--- src/design/ssp_pkg.sv ---
// Shared constants and types of the SMBus sensor slave port
package ssp_pkg;

    // ------------------------------------------------------------------
    // Timing
    // ------------------------------------------------------------------
    localparam int unsigned CLK_FREQ_HZ = 100_000_000;
    localparam int unsigned TOUT_MS = 25;
    localparam int unsigned TOUT_CYCLES = TOUT_MS * (CLK_FREQ_HZ / 1000);

    // ------------------------------------------------------------------
    // Addressing and framing
    // ------------------------------------------------------------------
    localparam logic [3:0] ADDR_FIXED = 4'h3;
    localparam logic [2:0] BIT_LAST = 3'h7;
    localparam logic [2:0] BIT_FIRST = 3'h0;

    // ------------------------------------------------------------------
    // Reset values
    // ------------------------------------------------------------------
    localparam logic [7:0] PTR_RST = 8'h00;
    localparam logic [15:0] WDATA_RST = 16'h0000;
    localparam logic [7:0] SHREG_RST = 8'h00;
    localparam logic [31:0] TOCNT_RST = 32'h0000_0000;

    // ------------------------------------------------------------------
    // Write byte position within a transaction
    // ------------------------------------------------------------------
    localparam logic [1:0] IDX_PTR = 2'h0;
    localparam logic [1:0] IDX_MSB = 2'h1;
    localparam logic [1:0] IDX_LSB = 2'h2;

    typedef enum logic [6:0] {
        SSP_IDLE     = 7'b000_0001,
        SSP_ADDR     = 7'b000_0010,
        SSP_ADDR_ACK = 7'b000_0100,
        SSP_WR_BYTE  = 7'b000_1000,
        SSP_WR_ACK   = 7'b001_0000,
        SSP_RD_BYTE  = 7'b010_0000,
        SSP_RD_ACK   = 7'b100_0000
    } ssp_state_t;

endpackage

--- src/design/ssp_line_sync.sv ---
// Pin synchronisers and Start/Stop/edge detection for the serial lines
module ssp_line_sync (
    input wire logic clock,
    input wire logic rst_n,
    input wire logic scl_in,
    input wire logic sda_in,
    input wire logic [2:0] strap_in,
    output logic scl,
    output logic sda,
    output logic [2:0] strap,
    output logic scl_rise,
    output logic scl_fall,
    output logic start_det,
    output logic stop_det
);

    // ------------------------------------------------------------------
    // Two-stage synchronisers, then one history stage for edges
    // ------------------------------------------------------------------
    logic [4:0] meta;
    logic [4:0] sync;
    logic scl_prev;
    logic sda_prev;

    always_ff @(posedge clock or negedge rst_n)
    begin
        if (!rst_n)
        begin
            meta <= 5'h1f;
            sync <= 5'h1f;
            scl_prev <= 1'b1;
            sda_prev <= 1'b1;
        end
        else
        begin
            meta <= {strap_in, scl_in, sda_in};
            sync <= meta;
            scl_prev <= sync[1];
            sda_prev <= sync[0];
        end
    end

    assign scl = sync[1];
    assign sda = sync[0];
    assign strap = sync[4:2];
    assign scl_rise = scl & ~scl_prev;
    assign scl_fall = ~scl & scl_prev;
    // Clock must be high in both samples so a data change around a clock edge is ignored
    assign start_det = scl & scl_prev & sda_prev & ~sda;
    assign stop_det = scl & scl_prev & ~sda_prev & sda;

endmodule // ssp_line_sync

--- src/design/ssp_slave_port.sv ---
// SMBus / standard-mode I2C slave port of a memory-module temperature sensor
// Functional notes
// Data falling while clock high is Start
// Data rising while clock high is Stop
// Start mid-transfer restarts the transaction
// Stop mid-transfer releases data line at once
// Master sends address byte after each Start
// Address is 0011 plus three strap pins
// Acknowledge address only on exact match
// Last address bit: 1 read, 0 write
// Acknowledge every received byte after match
// Master ends with Stop or repeated Start
// Register pointer never auto-increments
// Pointer kept across transactions for reads
// Slave never drives clock nor starts traffic
// Data changes only while clock low
// Busy between Start and Stop, else idle
// Master NAKs last read byte ending data
// Clock stuck beyond timeout resets interface
// First write byte is pointer, then MSB-first
module ssp_slave_port #(
    parameter int unsigned TIMEOUT_CYCLES = ssp_pkg::TOUT_CYCLES
) (
    input wire logic clock,
    input wire logic rst_n,
    input wire logic scl_in,
    input wire logic sda_in,
    output logic sda_out,
    output logic sda_oe,
    input wire logic addr_strap_bit2,
    input wire logic addr_strap_bit1,
    input wire logic addr_strap_bit0,
    input wire logic [15:0] rd_data,
    output logic [7:0] reg_ptr,
    output logic [15:0] wr_data,
    output logic wr_strobe,
    output logic end_of_read_signal,
    output logic bus_busy
);

    // ------------------------------------------------------------------
    // Line sampling
    // ------------------------------------------------------------------
    logic scl;
    logic sda;
    logic [2:0] strap;
    logic scl_rise;
    logic scl_fall;
    logic start_det;
    logic stop_det;

    ssp_line_sync u_sync (
        .clock(clock),
        .rst_n(rst_n),
        .scl_in(scl_in),
        .sda_in(sda_in),
        .strap_in({addr_strap_bit2, addr_strap_bit1, addr_strap_bit0}),
        .scl(scl),
        .sda(sda),
        .strap(strap),
        .scl_rise(scl_rise),
        .scl_fall(scl_fall),
        .start_det(start_det),
        .stop_det(stop_det)
    );

    // ------------------------------------------------------------------
    // State
    // ------------------------------------------------------------------
    ssp_pkg::ssp_state_t state;
    ssp_pkg::ssp_state_t next_state;
    logic [2:0] bitcnt;
    logic [2:0] next_bitcnt;
    logic full;
    logic next_full;
    logic [7:0] shreg;
    logic [7:0] next_shreg;
    logic rw;
    logic next_rw;
    logic [1:0] idx;
    logic [1:0] next_idx;
    logic rd_lsb;
    logic next_rd_lsb;
    logic mack;
    logic next_mack;
    logic [7:0] msb_hold;
    logic [7:0] next_msb_hold;
    logic next_oe;
    logic [7:0] next_ptr;
    logic [15:0] next_wdata;
    logic next_wstb;
    logic next_eor;
    logic next_busy;
    logic [31:0] tocnt;

    function automatic logic [7:0] sel_byte(input logic [15:0] data, input logic lsb);
        sel_byte = lsb ? data[7:0] : data[15:8];
    endfunction

    // ------------------------------------------------------------------
    // Decode
    // ------------------------------------------------------------------
    wire [6:0] own_addr = {ssp_pkg::ADDR_FIXED, strap};
    wire addr_match = (shreg[7:1] == own_addr);
    wire rx_shift = scl_rise & ((state == ssp_pkg::SSP_ADDR) | (state == ssp_pkg::SSP_WR_BYTE));
    wire count_bit = scl_rise & ((state == ssp_pkg::SSP_ADDR) | (state == ssp_pkg::SSP_WR_BYTE)
                                 | (state == ssp_pkg::SSP_RD_BYTE));
    wire byte_end = scl_fall & full;
    wire [7:0] first_rd = sel_byte(rd_data, 1'b0);
    wire [7:0] again_rd = sel_byte(rd_data, ~rd_lsb);
    // Clock held in either level while busy counts toward the timeout
    wire timeout = bus_busy & (tocnt == 32'(TIMEOUT_CYCLES - 1));

    // ------------------------------------------------------------------
    // Next-state logic
    // ------------------------------------------------------------------
    always_comb
    begin
        next_state = state;
        next_bitcnt = bitcnt;
        next_full = full;
        next_shreg = shreg;
        next_rw = rw;
        next_idx = idx;
        next_rd_lsb = rd_lsb;
        next_mack = mack;
        next_msb_hold = msb_hold;
        next_oe = sda_oe;
        next_ptr = reg_ptr;
        next_wdata = wr_data;
        next_wstb = 1'b0;
        next_eor = 1'b0;
        next_busy = bus_busy;
        if (timeout)
        begin
            next_state = ssp_pkg::SSP_IDLE;
            next_oe = 1'b0;
            next_busy = 1'b0;
            next_full = 1'b0;
        end
        else if (start_det)
        begin
            next_state = ssp_pkg::SSP_ADDR;
            next_bitcnt = ssp_pkg::BIT_FIRST;
            next_full = 1'b0;
            next_oe = 1'b0;
            next_idx = ssp_pkg::IDX_PTR;
            next_busy = 1'b1;
        end
        else if (stop_det)
        begin
            next_state = ssp_pkg::SSP_IDLE;
            next_oe = 1'b0;
            next_busy = 1'b0;
            next_full = 1'b0;
        end
        else
        begin
            if (rx_shift)
            begin
                next_shreg = {shreg[6:0], sda};
            end
            if (count_bit)
            begin
                next_bitcnt = bitcnt + 3'h1;
                next_full = (bitcnt == ssp_pkg::BIT_LAST);
            end
            // Drive changes happen only on a falling clock edge
            unique case (state)
                ssp_pkg::SSP_IDLE:
                begin
                    next_oe = 1'b0;
                end
                ssp_pkg::SSP_ADDR:
                begin
                    if (byte_end)
                    begin
                        next_full = 1'b0;
                        if (addr_match)
                        begin
                            next_oe = 1'b1;
                            next_rw = shreg[0];
                            next_state = ssp_pkg::SSP_ADDR_ACK;
                        end
                        else
                        begin
                            next_state = ssp_pkg::SSP_IDLE;
                        end
                    end
                end
                ssp_pkg::SSP_ADDR_ACK:
                begin
                    if (scl_fall)
                    begin
                        next_bitcnt = ssp_pkg::BIT_FIRST;
                        if (rw)
                        begin
                            // Read returns the register last selected
                            next_state = ssp_pkg::SSP_RD_BYTE;
                            next_rd_lsb = 1'b0;
                            next_shreg = first_rd;
                            next_oe = ~first_rd[7];
                        end
                        else
                        begin
                            next_state = ssp_pkg::SSP_WR_BYTE;
                            next_oe = 1'b0;
                        end
                    end
                end
                ssp_pkg::SSP_WR_BYTE:
                begin
                    if (byte_end)
                    begin
                        next_full = 1'b0;
                        next_oe = 1'b1;
                        next_state = ssp_pkg::SSP_WR_ACK;
                        unique case (idx)
                            ssp_pkg::IDX_PTR:
                            begin
                                next_ptr = shreg;
                                next_idx = ssp_pkg::IDX_MSB;
                            end
                            ssp_pkg::IDX_MSB:
                            begin
                                next_msb_hold = shreg;
                                next_idx = ssp_pkg::IDX_LSB;
                            end
                            default:
                            begin
                                // Further pairs rewrite the same register
                                next_wdata = {msb_hold, shreg};
                                next_wstb = 1'b1;
                                next_idx = ssp_pkg::IDX_MSB;
                            end
                        endcase
                    end
                end
                ssp_pkg::SSP_WR_ACK:
                begin
                    if (scl_fall)
                    begin
                        next_oe = 1'b0;
                        next_state = ssp_pkg::SSP_WR_BYTE;
                    end
                end
                ssp_pkg::SSP_RD_BYTE:
                begin
                    if (byte_end)
                    begin
                        next_full = 1'b0;
                        next_oe = 1'b0;
                        next_state = ssp_pkg::SSP_RD_ACK;
                    end
                    else if (scl_fall)
                    begin
                        next_shreg = {shreg[6:0], 1'b0};
                        next_oe = ~shreg[6];
                    end
                end
                ssp_pkg::SSP_RD_ACK:
                begin
                    if (scl_rise)
                    begin
                        next_mack = ~sda;
                    end
                    else if (scl_fall)
                    begin
                        next_bitcnt = ssp_pkg::BIT_FIRST;
                        if (mack)
                        begin
                            next_rd_lsb = ~rd_lsb;
                            next_shreg = again_rd;
                            next_oe = ~again_rd[7];
                            next_state = ssp_pkg::SSP_RD_BYTE;
                        end
                        else
                        begin
                            // Not-acknowledge: leave the line for the master's Stop
                            next_eor = 1'b1;
                            next_oe = 1'b0;
                            next_state = ssp_pkg::SSP_IDLE;
                        end
                    end
                end
                default:
                begin
                    next_state = ssp_pkg::SSP_IDLE;
                    next_oe = 1'b0;
                end
            endcase
        end
    end

    // ------------------------------------------------------------------
    // Timeout counter, cleared by any clock edge
    // ------------------------------------------------------------------
    always_ff @(posedge clock or negedge rst_n)
    begin
        if (!rst_n)
            tocnt <= ssp_pkg::TOCNT_RST;
        else if (!bus_busy || scl_rise || scl_fall || timeout)
            tocnt <= ssp_pkg::TOCNT_RST;
        else
            tocnt <= tocnt + 32'h0000_0001;
    end

    // ------------------------------------------------------------------
    // Registers
    // ------------------------------------------------------------------
    always_ff @(posedge clock or negedge rst_n)
    begin
        if (!rst_n)
        begin
            state <= ssp_pkg::SSP_IDLE;
            bitcnt <= ssp_pkg::BIT_FIRST;
            full <= 1'b0;
            shreg <= ssp_pkg::SHREG_RST;
            rw <= 1'b0;
            idx <= ssp_pkg::IDX_PTR;
            rd_lsb <= 1'b0;
            mack <= 1'b0;
            msb_hold <= ssp_pkg::SHREG_RST;
            sda_oe <= 1'b0;
            sda_out <= 1'b0;
            reg_ptr <= ssp_pkg::PTR_RST;
            wr_data <= ssp_pkg::WDATA_RST;
            wr_strobe <= 1'b0;
            end_of_read_signal <= 1'b0;
            bus_busy <= 1'b0;
        end
        else
        begin
            state <= next_state;
            bitcnt <= next_bitcnt;
            full <= next_full;
            shreg <= next_shreg;
            rw <= next_rw;
            idx <= next_idx;
            rd_lsb <= next_rd_lsb;
            mack <= next_mack;
            msb_hold <= next_msb_hold;
            sda_oe <= next_oe;
            // Open drain: only ever pulls low; clock is never driven
            sda_out <= 1'b0;
            reg_ptr <= next_ptr;
            wr_data <= next_wdata;
            wr_strobe <= next_wstb;
            end_of_read_signal <= next_eor;
            bus_busy <= next_busy;
        end
    end

endmodule // ssp_slave_port

--- config.mk ---
export PLATFORM = sky130hd
export DESIGN_NAME = ssp_slave_port
export DESIGN_NICKNAME = d
export VERILOG_FILES = /design/src/design/ssp_pkg.sv /design/src/design/ssp_line_sync.sv /design/src/design/ssp_slave_port.sv
export SDC_FILE = /design/constraint.sdc
export NUM_CORES = 1
export LEC_CHECK = 0
export ABC_AREA = 0
export BUFFER_PORTS_ARGS = -buffer_cell sky130_fd_sc_hd__buf_2
export CORE_AREA = 2 2 109 111
export DETAILED_ROUTE_END_ITERATION = 10
export DIE_AREA = 0 0 111 113
export GPL_ROUTABILITY_DRIVEN = 0
export PLACE_DENSITY = 0.65
export SLEW_MARGIN = 20
export SYNTH_ARGS = -nofsm -noshare
export SYNTH_HDL_FRONTEND = slang
export SYNTH_SLANG_ARGS = --single-unit
--- constraint.sdc ---
create_clock -name clock -period 2.5 [get_ports clock]
set_clock_uncertainty 0.15 [all_clocks]
set_input_delay 0.125 -clock clock [delete_from_list [all_inputs] [get_ports clock]]
set_output_delay 0.125 -clock clock [all_outputs]
set_load 0.01 [all_outputs]
==> results.sh <==
export IMPL_antenna_found_initial=0
export IMPL_layout_min_cycle_time_ns=2.449
export IMPL_hold_depth=4
export IMPL_end_kind="flop"
export IMPL_maxCapViolations=0
export IMPL_path_class="reg -> reg"
export IMPL_synth_top_area_share_pct=45.32
export IMPL_htreeDepth=3
export IMPL_worst_pin_slew_ns=0.5019
export IMPL_r2r_start="state[4]"
export IMPL_min_to="shreg[3]"
export IMPL_route_detailed_drc=0
export IMPL_track_usage_pct=19.35
export IMPL_cts_buffers=9
export IMPL_muxShareOfSynthArea_pct=9.188
export IMPL_grt_max_degree=67
export IMPL_netlist_top_cells_area="dfrtp_1, mux2_2, dfstp_2, nor2_1, xnor2_1"
export IMPL_synth_edf_count=0
export IMPL_clk_latency_ns=0.35
export IMPL_min_delay_start="rd_data[11]"
export IMPL_drive_above_1_share_pct=30.40
export IMPL_slew_viol_final=0
export IMPL_hold_violations=0
export IMPL_crit_path_start_kind="flop"
export IMPL_dieArea_mm2=0.01254
export IMPL_grt_remaining_overflow=0
export IMPL_cts_tree="yes"
export IMPL_yosys_warnings=0
export IMPL_wl_per_cell_um=16.20
export IMPL_area_growth_pct=24.20
export IMPL_ioPinCount=52
export IMPL_asyncSetResetFlopFracSynth_pct=100.0
export IMPL_nets=590
export IMPL_rows=39
export IMPL_synthAdderAreaFrac_pct=0.7470
export IMPL_cp_max_fo=17
export IMPL_rr_endpoint="wr_data[6]"
export IMPL_chipWidth_um=111
export IMPL_grt_pass1_vias=3953
export IMPL_timing_setup_tns_ns=0
export IMPL_syn_area_mm2=0.005025
export IMPL_root_buffer="clkbuf_16"
export IMPL_cts_max_path_buffers=2
export IMPL_drt_vias_per_instance=5.471
export IMPL_ir_drop_mv=0.5196
export IMPL_yosysTopAreaCell="dfrtp_1"
export IMPL_clock_sinks=104
export IMPL_syn_avg_cell_area_um2=10.83
export IMPL_yosysSeqAreaShare_pct=52.12
export IMPL_hold_path_class="in -> reg"
export IMPL_power_total_mw=3.779
export IMPL_synth_top_family_by_area="simple AND/OR/NAND/NOR gates"
export IMPL_synth_commonest_cells="dfrtp_1, nor2_1, mux2_2"
export IMPL_detail_route_antenna_nets=0
export IMPL_synth_most_common_cell="dfrtp_1"
export IMPL_setup_ws_ns=0.05117
export IMPL_r2r_setup_slack_ns=0.05
export IMPL_worst_hold_slack_ns=0.02334
export IMPL_post_synth_and_or_nand_nor_area_fraction_pct=20.09
export IMPL_coreArea_mm2=0.01127
export IMPL_synthXorXnorAreaFrac_pct=5.578
export IMPL_syn_nets=490
export IMPL_io_buffers=50
export IMPL_cp_required_ns=2.58
export IMPL_fmax_mhz=408.4
export IMPL_worst_r2r_path_depth=6
export IMPL_fin_area_mm2=0.006241
export IMPL_ys_flop_type="dfrtp_1"
export IMPL_dp_slack_ns=-0.05361
export IMPL_vias=3895
export IMPL_die_h_um=113
export IMPL_drt_initial_drc_count=205
export IMPL_cp_arrival_ns=2.53
export IMPL_synth_cell_types=67
export IMPL_n_antenna_cell=0
export IMPL_rsz0062_at_grt="yes"
export IMPL_min_period_over_period_pct=97.95
export IMPL_grt_pass1_wl_um=19530
export IMPL_maxSlewHeadroom_pct=66.54
export IMPL_floorplan_initialDensity_pct=44.58
export IMPL_synth_seq_cells=104
export IMPL_synth_compound_area_share_pct=9.412
export IMPL_wl_um=11530
export IMPL_leakage_nw=2.900
export IMPL_syn_instance_count=464
export IMPL_setup_viol=0
export IMPL_path_clk_slew_ns=0.07
export IMPL_status="finished, final reports clean"
export IMPL_dp_hpwl_um=8106
export IMPL_place_area_mm2=0.005692
export IMPL_power_density_mw_per_mm2=605.5
export IMPL_detail_route_first_pass_iterations=5
## per-stage QoR
stage               utilization [%]  std cells
global placement              50.49        679
CTS                           54.68        712
global route                  55.37        712
floorplan                         -        464
finish                        55.37        712
detailed placement            50.49        679
## layer usage
layer	wire, um	vias up	global-route usage (%)
li1	-	1876	-
met1	5301	1928	25.43
met2	5641	78	32.23
met3	404	13	4.767
met4	184	0	5.417
met5	0	-	0
## how the worst max path moves through the flow
stage / start / to
after CTS: tocnt[16] / wr_data[2]
after floorplan: state[4] / shreg[7]
after global routing: shreg[4] / rw
after detailed placement: state[4] / msb_hold[1]
after global placement: tocnt[16] / msb_hold[3]
final: state[4] / wr_data[6]
## layout make-up
type / count / area, um2
clock inverters: 4 / 30.03
well taps: 143 / 178.9
clock buffers: 12 / 246.5
repair buffers: 108 / 757.0
flip-flops and latches: 104 / 2619
fillers: 984 / 5031
inverters: 10 / 37.54
multi-input cells: 331 / 2372
## where the power goes
part           switching, mW  internal (mW)  leakage [nW]
clock                  0.613          0.705         0.133
combinational          0.294          0.258          1.39
sequential             0.127           1.78          1.37
## critical path, stage by stage, from the launching register on
cell and delay, ns:
dfrtp_1 0.38, or4_4 0.59, nor4b_4 0.27, nand3_2 0.19
nor2_4 0.21, nand2_4 0.19, mux2_4 0.35
## layout by cell type (no fill, tap or decap), types with 3 or more instances in the layout
| cell type | instances |
|---|---|
| dfstp_2 | 13 |
| a21o_1 | 4 |
| dlygate4sd3_1 | 16 |
| mux2i_1 | 6 |
| mux2_2 | 25 |
| nor4_1 | 9 |
| o21ai_0 | 17 |
| a222oi_1 | 5 |
| nand2b_1 | 4 |
| dfrtp_1 | 91 |
| inv_1 | 10 |
| nor2_1 | 50 |
| and2_1 | 3 |
| nand3_1 | 19 |
| nand2_1 | 28 |
| buf_2 | 49 |
| a21oi_1 | 21 |
| buf_4 | 40 |
| clkbuf_16 | 9 |
| nand4_1 | 12 |
| nor3_1 | 5 |
| and3_1 | 8 |
| xor2_1 | 14 |
| or3_1 | 6 |
| nor3b_1 | 4 |
| a22oi_1 | 3 |
| xnor2_1 | 18 |
| ha_1 | 3 |
| nor2b_1 | 5 |
| mux2_4 | 10 |
## kinds of logic (layout without fill, tap and decap cells)
kind of cell	count (synthesis)	count (layout)
xor gates and xnor gates	32	32
DFF	104	104
muxes	41	41
and+or+nand+nor	182	182
AOI/OAI and AO/OA	72	72
other	1	1
buffers and inverters	29	134
adders and majority gates	3	3
## timing repair
item / in CTS / in global routing
hold endpoints to repair: 48 / 0
hold buffers: 16 / 0
pin swaps: 1 / 4
gates resized for setup: 4 / 18
buffers inserted: 1 / 0
setup endpoints to repair: 33 / 78
## registers in the layout, summed over array words and instances (netlist names)
signal and count:
bitcnt 3, bus_busy 1, end_of_read_signal 1, full 1, idx 2, mack 1, msb_hold 8, rd_lsb 1
reg_ptr 8, rw 1, sda_oe 1, shreg 8, state 7, tocnt 32, u_sync.meta 5, u_sync.scl_prev 1
u_sync.sda_prev 1, u_sync.sync 5, wr_data 16, wr_strobe 1
No activity file was read; power rests on OpenSTA's default activity.
